[config.mk]
export PLATFORM = sky130hd
export DESIGN_NAME = sslch_core
export DESIGN_NICKNAME = d
export VERILOG_FILES = /design/src/verilog/sslch_pkg.sv /design/src/verilog/sslch_core.sv
export VERILOG_INCLUDE_DIRS = /design/src /design/src/verilog
export SDC_FILE = /design/constraint.sdc
export NUM_CORES = 1
export LEC_CHECK = 0
export BUFFER_PORTS_ARGS = -buffer_cell sky130_fd_sc_hd__buf_2
export CORE_ASPECT_RATIO = 1.25
export CORE_MARGIN = 1.5
export CORE_UTILIZATION = 35
export CTS_CLUSTER_SIZE = 14
export DETAILED_ROUTE_END_ITERATION = 6
export HOLD_SLACK_MARGIN = 0.02
export PLACE_DENSITY = 0.68
export RECOVER_POWER = 50
export SLEW_MARGIN = 30
export SYNTH_ARGS = -nofsm -noshare
export SYNTH_HDL_FRONTEND = slang
export SYNTH_SLANG_ARGS = --single-unit
[constraint.sdc]
create_clock -name core_clk -period 7.2 [get_ports core_clk]
set_input_delay 1.44 -clock core_clk [delete_from_list [all_inputs] [get_ports core_clk]]
set_output_delay 1.44 -clock core_clk [all_outputs]
set_load 0.01 [all_outputs]
[src/verilog/sslch_defines.svh]
`ifndef SSLCH_DEFINES_SVH
`define SSLCH_DEFINES_SVH

// Function codes
`define SSLCH_FN_READ 8'h03
`define SSLCH_FN_LOOP 8'h08
`define SSLCH_FN_WRITE 8'h10

// Error codes
`define SSLCH_ERR_FUNC 8'h01
`define SSLCH_ERR_REG 8'h02
`define SSLCH_ERR_QTY 8'h03
`define SSLCH_ERR_DATA 8'h21
`define SSLCH_ERR_MODE 8'h22
`define SSLCH_ERR_UV 8'h23
`define SSLCH_ERR_BUSY 8'h24
`define SSLCH_ERR_NONE 8'h00

// Register map
`define SSLCH_BCAST_ADDR 8'h00
`define SSLCH_REG_ZERO 16'h0000
`define SSLCH_REG_OP 16'h0001
`define SSLCH_REG_FREQ 16'h0002
`define SSLCH_REG_MON_LO 16'h0020
`define SSLCH_REG_MON_HI 16'h003f
`define SSLCH_REG_PAR_LO 16'h0100
`define SSLCH_REG_PAR_HI 16'h08ff
`define SSLCH_REG_COMMIT_NV 16'h0900
`define SSLCH_REG_COMMIT_RAM 16'h0910

// Quantity limits
`define SSLCH_QTY_MIN 16'h0001
`define SSLCH_QTY_MAX 16'h0010

// Operation signal fields
`define SSLCH_OP_RUN 0
`define SSLCH_OP_REV 1
`define SSLCH_OP_EXTF 4
`define SSLCH_OP_FRST 5
`define SSLCH_OP_CONT_LO 12
`define SSLCH_OP_DEF_MASK 16'hf033
`define SSLCH_OP_RESET 16'h0000

// Frequency reference full scale (100 percent)
`define SSLCH_FREQ_FULL 16'h7530
`define SSLCH_FREQ_RESET 16'h0000

// Self-diagnosis
`define SSLCH_DIAG_SEL 8'h43
`define SSLCH_DIAG_SEED 8'h55
`define SSLCH_DIAG_BYTES 3'h4
`define SSLCH_DIAG_TIMEOUT_US 1000
`define SSLCH_CORE_CLK_MHZ 25

`endif

[src/verilog/sslch_pkg.sv]
package sslch_pkg;
    typedef enum logic [2:0] {
        SSLCH_DIAG_STRAP,
        SSLCH_DIAG_SEND,
        SSLCH_DIAG_WAIT,
        SSLCH_DIAG_PASS,
        SSLCH_DIAG_FAIL,
        SSLCH_DIAG_OFF
    } sslch_diag_t;
endpackage : sslch_pkg
[src/verilog/sslch_core.sv]
// Overview of operation
// - Operation bit 0 is run/stop; bit 1 selects reverse or forward.
// - Operation bit 4 is external fault; bit 5 requests fault reset.
// - Operation bits C to F drive four contact inputs; others unused.
// - Bits a broadcast leaves undefined keep following local signal values.
// - Parameter writes go to staging; take effect only after commit.
// - Zero to 0900H commits and stores non-volatile; 0910H commits RAM only.
// - Reading a commit register answers invalid-register error 02H.
// - Function codes other than 03H, 08H, 10H answer error 01H.
// - Unmapped address or broadcast start outside 0000H-0002H gives 02H.
// - Quantity outside 1..16 or byte count not twice quantity gives 03H.
// - Out-of-limit or invalid written value answers error 21H.
// - Write-mode error 22H: running, read-only, or non-volatile fault.
// - Parameter or commit writes during undervoltage answer error 23H.
// - Parameter write while parameters still processing answers 24H.
// - Slave address zero: execute the write, send no reply.
// - Overrun, framing, parity or CRC error: ignore, no reply.
// - Slave address not ours: ignore, no reply.
// - Gap over 24 bit times or invalid length: stay silent.
// - Test-mode strap at power-up: loop data back, check, show pass.
// - Self-test failure: comm alarm, error contact on, ready off.
`timescale 1ns/1ps
`default_nettype none
`include "sslch_defines.svh"

module sslch_core
    import sslch_pkg::*;
#(
    parameter int DIAG_TIMEOUT_CYC = `SSLCH_DIAG_TIMEOUT_US * `SSLCH_CORE_CLK_MHZ
) (
    input wire logic core_clk,
    input wire logic nrst,
    input wire logic [7:0] own_addr,
    input wire logic req_valid,
    input wire logic req_comm_err,
    input wire logic req_gap_err,
    input wire logic req_len_err,
    input wire logic [7:0] req_slave,
    input wire logic [7:0] req_func,
    input wire logic [15:0] req_addr,
    input wire logic [15:0] req_qty,
    input wire logic [7:0] req_bytes,
    input wire logic [15:0] req_word0,
    input wire logic [15:0] req_word1,
    input wire logic param_limit_err,
    input wire logic param_permitted,
    input wire logic param_busy,
    input wire logic running,
    input wire logic main_undervoltage_alarm,
    input wire logic nonvolatile_fault_warning,
    input wire logic [15:0] local_op,
    input wire logic [7:0] input_five_function_select,
    input wire logic rx_valid,
    input wire logic [7:0] rx_byte,
    output logic resp_valid,
    output logic resp_exception,
    output logic [7:0] resp_code,
    output logic [15:0] op_signal,
    output logic [15:0] freq_ref,
    output logic stage_we,
    output logic [15:0] stage_addr,
    output logic [15:0] stage_data,
    output logic commit_ram,
    output logic commit_nv,
    output logic loop_en,
    output logic tx_valid,
    output logic [7:0] tx_byte,
    output logic diag_pass,
    output logic comm_error_alarm,
    output logic error_contact,
    output logic op_ready
);

    ////////////////////////////////////////////////////////////////////////
    // Request decode
    logic bcast, mine, silent, is_rd, is_wr, is_loop;
    logic [15:0] last_addr;
    logic in_ctl, in_mon, in_par, is_cnv, is_cram, is_commit, mapped;
    logic [7:0] err;

    always_comb begin
        bcast = (req_slave == `SSLCH_BCAST_ADDR);
        mine = (req_slave == own_addr) || bcast;
        silent = req_comm_err || req_gap_err || req_len_err || !mine;
        is_rd = (req_func == `SSLCH_FN_READ);
        is_wr = (req_func == `SSLCH_FN_WRITE);
        is_loop = (req_func == `SSLCH_FN_LOOP);
        last_addr = req_addr + req_qty - `SSLCH_QTY_MIN;
        in_ctl = (req_addr <= `SSLCH_REG_FREQ) && (last_addr <= `SSLCH_REG_FREQ);
        in_mon = (req_addr >= `SSLCH_REG_MON_LO) && (last_addr <= `SSLCH_REG_MON_HI);
        in_par = (req_addr >= `SSLCH_REG_PAR_LO) && (last_addr <= `SSLCH_REG_PAR_HI);
        is_cnv = (req_addr == `SSLCH_REG_COMMIT_NV) && (req_qty == `SSLCH_QTY_MIN);
        is_cram = (req_addr == `SSLCH_REG_COMMIT_RAM) && (req_qty == `SSLCH_QTY_MIN);
        is_commit = is_cnv || is_cram;
        mapped = in_ctl || in_mon || in_par || (is_commit && is_wr);
        err = `SSLCH_ERR_NONE;
        if (!(is_rd || is_wr || is_loop)) begin
            err = `SSLCH_ERR_FUNC;
        end else if (is_loop) begin
            err = `SSLCH_ERR_NONE;
        end else if (req_qty < `SSLCH_QTY_MIN || req_qty > `SSLCH_QTY_MAX) begin
            err = `SSLCH_ERR_QTY;
        end else if (!mapped || (bcast && !in_ctl)) begin
            err = `SSLCH_ERR_REG;
        end else if (is_wr && ({8'h00, req_bytes} != {req_qty[14:0], 1'b0})) begin
            err = `SSLCH_ERR_QTY;
        end else if (is_wr && (in_mon || (running && (in_par || is_commit))
                || (nonvolatile_fault_warning && in_par && !param_permitted))) begin
            err = `SSLCH_ERR_MODE;
        end else if (is_wr && main_undervoltage_alarm && (in_par || is_commit)) begin
            err = `SSLCH_ERR_UV;
        end else if (is_wr && param_busy && in_par) begin
            err = `SSLCH_ERR_BUSY;
        end else if (is_wr && ((in_par && param_limit_err) || (is_commit && req_word0 != `SSLCH_REG_ZERO)
                || (in_ctl && req_addr == `SSLCH_REG_FREQ && req_word0 > `SSLCH_FREQ_FULL)
                || (in_ctl && req_addr == `SSLCH_REG_OP && req_qty > `SSLCH_QTY_MIN
                    && req_word1 > `SSLCH_FREQ_FULL))) begin
            err = `SSLCH_ERR_DATA;
        end
    end

    ////////////////////////////////////////////////////////////////////////
    // Registers and responses
    logic [15:0] op_q, op_d, freq_q, freq_d, op_out_q, op_out_d;
    logic resp_valid_q, resp_valid_d, resp_exc_q, resp_exc_d;
    logic [7:0] resp_code_q, resp_code_d;
    logic stage_we_q, stage_we_d, commit_ram_q, commit_ram_d, commit_nv_q, commit_nv_d;
    logic [15:0] stage_addr_q, stage_addr_d, stage_data_q, stage_data_d;
    logic do_wr;

    always_comb begin
        do_wr = req_valid && !silent && is_wr && (err == `SSLCH_ERR_NONE);
        op_d = op_q;
        freq_d = freq_q;
        if (do_wr && in_ctl) begin
            if (req_addr == `SSLCH_REG_OP) begin
                op_d = req_word0;
                if (req_qty > `SSLCH_QTY_MIN) begin
                    freq_d = req_word1;
                end
            end else if (req_addr == `SSLCH_REG_FREQ) begin
                freq_d = req_word0;
            end else if (req_qty > `SSLCH_QTY_MIN) begin
                op_d = req_word1;
                if (req_qty > 16'h0002) begin
                    freq_d = freq_q;
                end
            end
        end
        // Defined bits from the link, the rest straight from local sources
        op_out_d = (op_q & `SSLCH_OP_DEF_MASK) | (local_op & ~`SSLCH_OP_DEF_MASK);
        resp_valid_d = req_valid && !silent && !bcast;
        resp_exc_d = err != `SSLCH_ERR_NONE;
        resp_code_d = err;
        stage_we_d = do_wr && in_par;
        stage_addr_d = do_wr && in_par ? req_addr : stage_addr_q;
        stage_data_d = do_wr && in_par ? req_word0 : stage_data_q;
        commit_nv_d = do_wr && is_cnv;
        commit_ram_d = do_wr && is_cram;
    end

    always_ff @(posedge core_clk) begin
        if (!nrst) begin
            op_q <= `SSLCH_OP_RESET;
            freq_q <= `SSLCH_FREQ_RESET;
            op_out_q <= `SSLCH_OP_RESET;
            resp_valid_q <= 1'b0;
            resp_exc_q <= 1'b0;
            resp_code_q <= `SSLCH_ERR_NONE;
            stage_we_q <= 1'b0;
            stage_addr_q <= `SSLCH_REG_ZERO;
            stage_data_q <= `SSLCH_REG_ZERO;
            commit_nv_q <= 1'b0;
            commit_ram_q <= 1'b0;
        end else begin
            op_q <= op_d;
            freq_q <= freq_d;
            op_out_q <= op_out_d;
            resp_valid_q <= resp_valid_d;
            resp_exc_q <= resp_exc_d;
            resp_code_q <= resp_code_d;
            stage_we_q <= stage_we_d;
            stage_addr_q <= stage_addr_d;
            stage_data_q <= stage_data_d;
            commit_nv_q <= commit_nv_d;
            commit_ram_q <= commit_ram_d;
        end
    end

    ////////////////////////////////////////////////////////////////////////
    // Power-up loopback self-diagnosis
    sslch_diag_t diag_q, diag_d;
    logic [2:0] dcnt_q, dcnt_d;
    logic [7:0] pat_q, pat_d;
    logic [15:0] tmo_q, tmo_d;
    logic tx_valid_q, tx_valid_d;
    logic loop_q, loop_d, pass_q, pass_d, fail_q, fail_d, ready_q, ready_d;

    always_comb begin
        diag_d = diag_q;
        dcnt_d = dcnt_q;
        pat_d = pat_q;
        tmo_d = tmo_q;
        tx_valid_d = 1'b0;
        unique case (diag_q)
            SSLCH_DIAG_STRAP: begin
                // Strap is read once, after reset release, never during it
                diag_d = (input_five_function_select == `SSLCH_DIAG_SEL) ? SSLCH_DIAG_SEND
                                                                         : SSLCH_DIAG_OFF;
            end
            SSLCH_DIAG_SEND: begin
                tx_valid_d = 1'b1;
                tmo_d = 16'h0000;
                diag_d = SSLCH_DIAG_WAIT;
            end
            SSLCH_DIAG_WAIT: begin
                tmo_d = tmo_q + 16'h0001;
                if (rx_valid) begin
                    if (rx_byte != pat_q) begin
                        diag_d = SSLCH_DIAG_FAIL;
                    end else if (dcnt_q == `SSLCH_DIAG_BYTES - 3'h1) begin
                        diag_d = SSLCH_DIAG_PASS;
                    end else begin
                        dcnt_d = dcnt_q + 3'h1;
                        pat_d = ~pat_q;
                        diag_d = SSLCH_DIAG_SEND;
                    end
                end else if (tmo_q >= DIAG_TIMEOUT_CYC[15:0] - 16'h0001) begin
                    diag_d = SSLCH_DIAG_FAIL;
                end
            end
            SSLCH_DIAG_PASS, SSLCH_DIAG_FAIL, SSLCH_DIAG_OFF: begin
                diag_d = diag_q;
            end
        endcase
        // Status taken from next state, so flopped outputs line up with the state
        loop_d = (diag_d == SSLCH_DIAG_SEND) || (diag_d == SSLCH_DIAG_WAIT);
        pass_d = (diag_d == SSLCH_DIAG_PASS);
        fail_d = (diag_d == SSLCH_DIAG_FAIL);
        ready_d = (diag_d == SSLCH_DIAG_PASS) || (diag_d == SSLCH_DIAG_OFF);
    end

    always_ff @(posedge core_clk) begin
        if (!nrst) begin
            diag_q <= SSLCH_DIAG_STRAP;
            dcnt_q <= 3'h0;
            pat_q <= `SSLCH_DIAG_SEED;
            tmo_q <= 16'h0000;
            tx_valid_q <= 1'b0;
            loop_q <= 1'b0;
            pass_q <= 1'b0;
            fail_q <= 1'b0;
            ready_q <= 1'b0;
        end else begin
            diag_q <= diag_d;
            dcnt_q <= dcnt_d;
            pat_q <= pat_d;
            tmo_q <= tmo_d;
            tx_valid_q <= tx_valid_d;
            loop_q <= loop_d;
            pass_q <= pass_d;
            fail_q <= fail_d;
            ready_q <= ready_d;
        end
    end

    ////////////////////////////////////////////////////////////////////////
    // Outputs
    assign resp_valid = resp_valid_q;
    assign resp_exception = resp_exc_q;
    assign resp_code = resp_code_q;
    assign op_signal = op_out_q;
    assign freq_ref = freq_q;
    assign stage_we = stage_we_q;
    assign stage_addr = stage_addr_q;
    assign stage_data = stage_data_q;
    assign commit_ram = commit_ram_q;
    assign commit_nv = commit_nv_q;
    assign tx_valid = tx_valid_q;
    assign tx_byte = pat_q;
    assign loop_en = loop_q;
    assign diag_pass = pass_q;
    assign comm_error_alarm = fail_q;
    assign error_contact = fail_q;
    assign op_ready = ready_q;
endmodule : sslch_core

`default_nettype wire

==> results list, run 1 <==
* Outcome: complete, no violations
- Required time of the critical path: 7.47 ns
- The first routing iteration left 369 violations.
- Across the VDD grid, the largest voltage drop is 0.1593 mV.
- The filler cells instantiated in the layout total 1924.
* Starting utilization of the core area: 35.56%
- Vias after detailed routing: 6360
* Library cell with the highest instance count after synthesis: sky130_fd_sc_hd__dfxtp_1
- Share of the synthesized area in the top cell type: 34.91%
- Post-layout min period: 5.855 ns
- Max transition margin: 3.146%
* Post-Place Worst Slack: 0.9926 ns
* Hold Fails Final Rpt: 0
* Sequential cell area fraction in the yosys report: 34.91%
- Counting instances in the post-synthesis netlist gives the leading cell types as sky130_fd_sc_hd__dfxtp_1 (116), sky130_fd_sc_hd__nor2_1 (84), sky130_fd_sc_hd__inv_1 (64).
- Wire length of the first global-routing pass: 29.39 mm
* Met3 routed WL: 869 µm
- Num rows: 56
* Routed wire length: 18.92 mm
- Setup Total Neg Slack: 0 ns
* Share of layout cells above drive strength 1: 19.50%
- The congestion estimate from routability-driven global placement came to 0.8792.
- Library cell occupying the most area in the post-synthesis netlist: sky130_fd_sc_hd__dfxtp_1
- Met2 WL: 9.631 mm
- The detailed router put a total of 8.010 mm of wire on met1.
* Die H: 157.1 µm
- After routing the design area is 8412 µm².
* CTS Hold Bufs: 0
- Critical Path Sink Type: register
* Slew Limit Fails: 0
- Number of library cell types mapped by synthesis: 68
- Post-synthesis sequential element count: 116
* Number of buffers added by the clock tree synthesis step: 17
* Number of instances in the synthesized netlist: 785
* P_leak: 3.395 nW
- PostCTS Resize Cnt: 0
* Clock tree from TritonCTS: yes
- Worst setup skew after layout: 0.008374 ns
- Entering global routing, the biggest net connects 83 pins.
- Summing all placed instances gives a cell area of 7921 µm².
* Reg-to-Reg Start: tmo_q[0]$_SDFFE_PN0P_
- DRT antenna net count: 0
- Asr flop ratio synth: 0%
* Max Used Layer: met4
- The first detailed-routing pass ran for 4 iterations.
- Core Footprint: 18710 µm²
- In this run the worst path has a maximum fanout of 21.
- In the synthesized netlist the dominant register cell turns out to be sky130_fd_sc_hd__dfxtp_1.
- Number of antenna repair diodes: 0
* Number of nets in the final layout: 1166
- For this run, the number of Yosys warnings is 0.
* CP Class: input pin to register
* DRC violations left: 0
- Worst R2R Path Depth: 10
- The number of global-route vias before repair came to 5948.
- The worst hold path terminates at freq_ref[15]$_SDFFE_PN0P_.
- At the later pin of the worst-skew pair, clock insertion delay measures 0.41 ns.
* Die area: 19850 µm²
* Total gr overflow: 0
- Sinks on the clock net: 116
* RSZ-0062 raised after global routing: no
* Area of all sequential standard cells: 2322 µm²
* Sum of internal, switching and leakage power: 1.780 mW
- Signed area change from the synthesized netlist to the final layout: 26.44%
- Synthesized area per cell: 8.475 µm²
- Routed via count divided by cell count: 5.141
* Ports placed on the boundary: 232
- Hold Path Cell Cnt: 2
- Data arrives at the worst endpoint at 6.12 ns.
* Clock slew at the register clock pins of the worst setup and hold paths: 0.06 ns
- Die width: 126.3 µm
* Part of the cycle the worst path needs: 81.32%
* Total half-perimeter wirelength after legalization and detailed placement: 14.20 mm
- Once the clock tree was built, the setup fixing pass inserted 0 buffers.
- Global routing used 18.69% of the available tracks across all layers.
- Launching element type of the critical path: input pin
- Setup slack on the critical path of the routed design comes to 1.345 ns.
- Area of the multi-input gates: 3919 µm²
- Pin slew with the least headroom to its limit: 1.453 ns
- The number of antenna violations at the first check in global routing came to 0.
* Final setup vio count: 0
- Synth area leaders: sky130_fd_sc_hd__dfxtp_1 (35%), sky130_fd_sc_hd__mux2i_1 (8.4%), sky130_fd_sc_hd__ha_1 (6.0%)
- Maximum level of the CTS H-tree: 4
* Reg2Reg Setup Slack: 4.92 ns
* Root cell of the clock tree: sky130_fd_sc_hd__clkbuf_16
- The longest clock path from root to sink contains 2 buffers.
* Post-synthesis instance area: 6653 µm²
- The worst hold path begins at freq_ref[15]$_SDFFE_PN0P_.
* Worst R2R End: loop_en$_SDFF_PN0_
- The min-delay analysis places its worst path in the category register to register.
- Avg WL per Cell: 15.29 µm
- Power spread over the standard cell area amounts to 211.6 nW/µm².
- Maximum clock rate: 170.8 MHz
- Total of max-cap violations: 0
* Port Buffer Count: 219
- Number of flops mapped to enable cells by yosys: 0
-- kinds of logic after synthesis --
kind of cell / after synthesis / synth area share [%]
XOR/XNOR: 47 / 6.188
other: 1 / 0.05637
adder cells (fa/ha/maj): 33 / 6.319
flip-flops: 116 / 34.91
multiplexers: 57 / 8.595
AND/OR/NAND/NOR: 277 / 22.63
buffers and inverters: 106 / 6.752
AO/OA/AOI/OAI: 148 / 14.56
-- placed cells by master (no fill, tap or decap), types with 17 or more instances in the layout --
cell type                   netlist  layout
sky130_fd_sc_hd__buf_2            5     136
sky130_fd_sc_hd__nor2_1          84      83
sky130_fd_sc_hd__xor2_1          20      20
sky130_fd_sc_hd__nor4_1          18      18
sky130_fd_sc_hd__ha_1            32      32
sky130_fd_sc_hd__inv_1           64      64
sky130_fd_sc_hd__clkbuf_1        26      83
sky130_fd_sc_hd__a21oi_1         60      60
sky130_fd_sc_hd__nor3_1          26      25
sky130_fd_sc_hd__dfxtp_1        116     116
sky130_fd_sc_hd__o21ai_0         19      19
sky130_fd_sc_hd__mux2i_1         56      56
sky130_fd_sc_hd__nand2_1         35      35
sky130_fd_sc_hd__clkbuf_16        0      17
sky130_fd_sc_hd__nand3_1         23      23
sky130_fd_sc_hd__xnor2_1         27      27
-- state kept, by name, summed over array words and instances, names as in the netlist --
name	cells
freq_ref	16
op_signal	16
stage_addr	16
stage_data	16
tmo_q	16
op_q	8
tx_byte	8
resp_code	4
dcnt_q	3
diag_q	3
comm_error_alarm	1
commit_nv	1
commit_ram	1
diag_pass	1
loop_en	1
op_ready	1
resp_exception	1
resp_valid	1
stage_we	1
tx_valid	1
-- through the flow --
step	utilization, %	instances	hold slack [ns]
global placement	42.31	1205	0.4235
global route	44.96	1237	0.4759
CTS	45.51	1237	0.4343
finish	44.96	1237	0.4396
floorplan	-	788	0.4306
detailed placement	42.34	1205	0.4262
-- metal layers --
metal | global-route usage (%) | vias to the layer above
met3 | 3.875 | 27
met2 | 34.30 | 194
li1 | - | 3205
met1 | 21.30 | 2934
met4 | 7.061 | 0
met5 | 0 | -
-- worst max path at each step --
stage	start	to	slack [ns]	cells past startpoint
detailed placement	req_addr[1]	stage_data[15]$_SDFFE_PN0P_	0.99	18
global placement	req_addr[1]	stage_data[2]$_SDFFE_PN0P_	1.02	18
global route	req_addr[1]	stage_data[15]$_SDFFE_PN0P_	1.12	18
floorplan	req_addr[1]	stage_addr[5]$_SDFFE_PN0P_	1.70	18
CTS	req_addr[1]	stage_data[15]$_SDFFE_PN0P_	1.40	18
finish	req_addr[1]	stage_data[3]$_SDFFE_PN0P_	1.34	18
-- final cells by class --
type	count	area share [%]
Multi-Input combinational cell	566	46.59
Timing Repair Buffer	226	12.42
Sequential cell	116	27.61
Inverter	65	2.900
Tap cell	232	3.451
Clock buffer	18	5.221
Clock inverter	14	1.815
-- critical path, stage by stage --
cell,delay (ns)
sky130_fd_sc_hd__buf_2,0.18
sky130_fd_sc_hd__inv_1,0.08
sky130_fd_sc_hd__ha_1,0.28
sky130_fd_sc_hd__inv_1,0.04
sky130_fd_sc_hd__ha_1,0.22
sky130_fd_sc_hd__fa_1,0.44
sky130_fd_sc_hd__a211oi_2,0.23
sky130_fd_sc_hd__o21a_2,0.19
sky130_fd_sc_hd__o21ai_0,0.14
sky130_fd_sc_hd__xor2_1,0.19
sky130_fd_sc_hd__or4_4,0.53
sky130_fd_sc_hd__nor4b_4,0.35
sky130_fd_sc_hd__nand2_2,0.32
sky130_fd_sc_hd__a221o_1,0.45
sky130_fd_sc_hd__nor4_4,0.31
sky130_fd_sc_hd__buf_4,0.41
sky130_fd_sc_hd__mux2i_1,0.24
sky130_fd_sc_hd__nor2_1,0.05
-- power by group --
part | internal [mW] | switching, mW | leakage (nW) | total [mW]
Sequential | 0.650 | 0.00514 | 0.938 | 0.655
Combinational | 0.115 | 0.168 | 2.18 | 0.283
Clock | 0.521 | 0.321 | 0.279 | 0.842
Power figures use the tool's default switching activity.
==> run 2, diff against run 1 <==
--- a/config.mk
+++ b/config.mk
@@ -6,6 +6,7 @@
 export SDC_FILE = /design/constraint.sdc
 export NUM_CORES = 1
 export LEC_CHECK = 0
+export ABC_AREA = 1
 export BUFFER_PORTS_ARGS = -buffer_cell sky130_fd_sc_hd__buf_2
 export CORE_ASPECT_RATIO = 1.25
 export CORE_MARGIN = 1.5
==> constraint.sdc (replaced) <==
create_clock -name core_clk -period 6 [get_ports core_clk]
set_input_delay 1.2 -clock core_clk [delete_from_list [all_inputs] [get_ports core_clk]]
set_output_delay 1.2 -clock core_clk [all_outputs]
set_load 0.01 [all_outputs]
==> run 2 against run 1 <==
Compared with the run above:
- first-iteration DRC count is 1.1% lower
- critical endpoint is now freq_ref[15]$_SDFFE_PN0P_
- highest routed layer is now met5
- largest cell class unchanged
- cell count up 26%
- synthesized area is 5.7% higher
- sequential power up 20%
- critical path type unchanged
- non-clock buffer count shrank 1
- power rose by 19%
==> results list, run 2 <==
- DRT antenna net count: 0
* Final estimated routing congestion in global placement: 0.9096
* Layout Utilization: 44.95%
* Number of buffers added by the clock tree synthesis step: 17
- The filler cells instantiated in the layout total 2113.
- Pre-antenna DRT Iters: 5
* PwrDens: 240.5 nW/µm²
* Dpl cells: 1530
- Dividing the detail-routed via count by the number of cells gives 4.713.
- Post-synthesis sequential element count: 116
- The worst-case IR drop observed on VDD is 0.1962 mV.
* Library cell occupying the most area in the post-synthesis netlist: sky130_fd_sc_hd__dfxtp_1
* RSZ-0062 raised after global routing: no
- Port Buffer Count: 219
- Via count of the first global-routing pass: 6614
- Area of the multi-input gates: 3724 µm²
- The initial utilization of the core area, before any placement, comes to 35.98%.
- In the final routed layout, each cell accounts on average for 13.04 µm.
- The total count of max-transition violations in the final report was 0.
* Die area: 20950 µm²
- The Yosys step of the flow raised 0 warnings.
* Area of all sequential standard cells: 2322 µm²
- Most numerous cell types in the synthesized netlist: sky130_fd_sc_hd__nand2_1 (223), sky130_fd_sc_hd__inv_1 (210), sky130_fd_sc_hd__dfxtp_1 (116)
- Post-synthesis instance area: 7032 µm²
- Across the run, the number of max-cap violations was 0.
* Post-layout min period: 4.486 ns
- The first global-routing pass estimated 31.90 mm of wire.
- Critical Path AT: 4.81 ns
* Clock slew at the register clock pins of the worst setup and hold paths: 0.05 ns
- Static timing analysis puts the maximum clock frequency at 222.9 MHz.
- After floorplanning, the core was divided into 57 placement rows.
- No sink is reached through more buffers than the 2 on the longest clock path.
* Signed area change from the synthesized netlist to the final layout: 24.91%
* CP Class: input pin to register
* Most used cells in the layout excluding fill and tap cells: sky130_fd_sc_hd__nand2_1 (223), sky130_fd_sc_hd__inv_1 (209), sky130_fd_sc_hd__buf_2 (137), sky130_fd_sc_hd__dfxtp_1 (116), sky130_fd_sc_hd__nor2_1 (93)
- During I/O placement, the number of pins put on the boundary was 232.
* Number of flops mapped to enable cells by yosys: 0
- At the end of the flow, the number of nets in the layout was 1458.
- Share of the synthesized area in the top cell type: 33.02%
- The number of antenna violations at the first check in global routing was 1.
- Commonest register cell after synthesis: sky130_fd_sc_hd__dfxtp_1
- Total gr overflow: 0
- The clock reaches the later pin of the worst-skew pair after 0.41 ns.
- The H-tree was split into 4 levels.
* DRC violations left: 0
- Synth area leaders: sky130_fd_sc_hd__dfxtp_1 (33%), sky130_fd_sc_hd__nand2_1 (12%), sky130_fd_sc_hd__inv_1 (11%)
* Setup Total Neg Slack: 0 ns
* Root cell of the clock tree: sky130_fd_sc_hd__clkbuf_16
* Total half-perimeter wirelength after legalization and detailed placement: 15.89 mm
* Share of layout cells above drive strength 1: 14.89%
* Asr flop ratio synth: 0%
- Outcome: complete, no violations
- Measured along the x axis, the die boundary spans 129.8 µm.
- After the first detailed-routing iteration, the DRC count stood at 365.
- Final setup vio count: 0
- CTS Hold Bufs: 0
- The worst pin sits at a relative slew slack of 36.52%.
- Largest fanout on the critical path: 47
- Critical Path Sink Type: register
- After synthesis, flip-flops and latches occupy 33.02% of the total area.
- Routed wire length: 20.37 mm
* Leading cell type in the layout, fill and taps excluded: sky130_fd_sc_hd__nand2_1
- The number of endpoints with negative hold slack in the final report is 0.
- Entering global routing, the biggest net connects 87 pins.
- Once the clock tree was built, the resizer swapped 0 gates to a different size.
* Launching element type of the critical path: input pin
* Number of library cell types mapped by synthesis: 47
- Required time of the critical path: 6.32 ns
- Total setup buffers inserted after CTS: 0
- In this run the standard cell core region covers 19540 µm².
- In this run the vertical extent of the chip is 161.5 µm.
- Sinks on the clock net: 116
- Synthesized area per cell: 6.523 µm²
- After layout, the worst path uses 74.76% of the clock period.
- Library cell with the highest instance count after synthesis: sky130_fd_sc_hd__nand2_1
* Final design area excluding fillers: 8783 µm²
- Vias after detailed routing: 7361
- Worst setup skew after layout: 0.007962 ns
- Clock tree from TritonCTS: yes
- Pin slew with the least headroom to its limit: 0.9488 ns
- The tightest min-delay check is of the register to register type.
- P_leak: 4.243 nW
- After the flow finishes, the layout carries non-filler instances totaling 1562.
- Number of instances in the synthesized netlist: 1078
* All-Layer GR Usage: 19.41%
- Area post-placement: 8314 µm²
==> run 2: changes by cell type after synthesis, sizes merged, moves of 15 or more <==
cell,delta
mux2i,-56
nand2,+192
o21bai,+24
xnor2,-18
and4b,-15
nand3,+31
inv,+146
and2,-15
o21ai,+52
nor3,+20
==> run 2: power by group <==
group | switching, mW | internal [mW] | leakage [nW]
sequential | 0.00408 | 0.781 | 0.939
combinational | 0.215 | 0.129 | 3.04
clock | 0.355 | 0.628 | 0.268
total | 0.574 | 1.54 | 4.24
==> run 2: worst max-delay path, cell delays in order <==
cell and delay (ns):
sky130_fd_sc_hd__buf_2 0.09, sky130_fd_sc_hd__inv_1 0.07, sky130_fd_sc_hd__ha_1 0.28, sky130_fd_sc_hd__inv_1 0.04, sky130_fd_sc_hd__ha_1 0.25, sky130_fd_sc_hd__fa_1 0.42
sky130_fd_sc_hd__nand2_1 0.12, sky130_fd_sc_hd__nand2_1 0.08, sky130_fd_sc_hd__nand3_1 0.12, sky130_fd_sc_hd__nand2_1 0.06, sky130_fd_sc_hd__nand2_1 0.06, sky130_fd_sc_hd__nand2_1 0.04
sky130_fd_sc_hd__nor2_1 0.13, sky130_fd_sc_hd__nand2_1 0.10, sky130_fd_sc_hd__a21oi_2 0.18, sky130_fd_sc_hd__nand2_1 0.10, sky130_fd_sc_hd__nand2_1 0.11, sky130_fd_sc_hd__nand2_1 0.06
sky130_fd_sc_hd__nand2_1 0.06, sky130_fd_sc_hd__nand2_1 0.08, sky130_fd_sc_hd__nand2_1 0.13, sky130_fd_sc_hd__o21bai_2 0.08, sky130_fd_sc_hd__nand2_1 0.08, sky130_fd_sc_hd__inv_2 0.05
sky130_fd_sc_hd__nand4_2 0.08, sky130_fd_sc_hd__buf_4 0.43, sky130_fd_sc_hd__nor2_1 0.11, sky130_fd_sc_hd__nor3b_1 0.18
==> run 2: cell type report <==
| class | instances | share of cell area [%] |
|---|---|---|
| multi-input combinational | 712 | 42.39 |
| sequential | 116 | 26.44 |
| timing repair buffer | 225 | 11.82 |
| clock buffer | 22 | 5.285 |
| inverter | 212 | 9.060 |
| antenna | 1 | 0.02849 |
| tap | 265 | 3.775 |
| clock inverter | 9 | 1.197 |
==> run 2: path summary, 6_finish.rpt <==
| kind | from | to | slack [ns] | depth (start not counted) |
|---|---|---|---|---|
| setup / recovery | req_addr[1] | freq_ref[15]$_SDFFE_PN0P_ | 1.51 | 28 |
| hold / removal | op_q[12]$_SDFFE_PN0P_ | op_signal[12]$_SDFF_PN0_ | 0.42 | 2 |
| setup reg to reg | diag_q[1]$_SDFF_PN0_ | tx_byte[6]$_SDFFE_PN1P_ | 3.01 | 9 |
| hold reg to reg | op_q[12]$_SDFFE_PN0P_ | op_signal[12]$_SDFF_PN0_ | 0.42 | 2 |
==> run 2: per-stage QoR <==
| step | hold slack (ns) | worst slack, ns | power, mW |
|---|---|---|---|
| 3_3_place_gp | 0.4156 | 1.141 | 1.144 |
| 5_1_grt | 0.4524 | 1.088 | 2.214 |
| 6_report | 0.4226 | 1.514 | 2.112 |
| 4_1_cts | 0.4239 | 1.538 | 2.140 |
| 2_1_floorplan | 0.4006 | 1.736 | 1.029 |
| 3_5_place_dp | 0.4151 | 1.113 | 1.148 |
==> run 2: cells by family (layout without fill, tap and decap cells) <==
group / count (synthesis) / count (layout) / synth area share [%]
and+or+nand+nor: 466 / 466 / 28.70
buffers and inverters: 253 / 468 / 14.22
AOI/OAI and AO/OA: 192 / 192 / 15.91
DFF: 116 / 116 / 33.02
adders and majority gates: 33 / 33 / 5.979
xor gates and xnor gates: 17 / 17 / 2.118
other: 1 / 5 / 0.05333
==> run 2: routing by layer <==
layer	wire, µm	GRT usage, %	up-vias
met1	8551	22.60	3266
met5	12	0	-
met2	10260	34.08	202
li1	-	-	3851
met4	618	9.192	2
met3	919	3.379	40
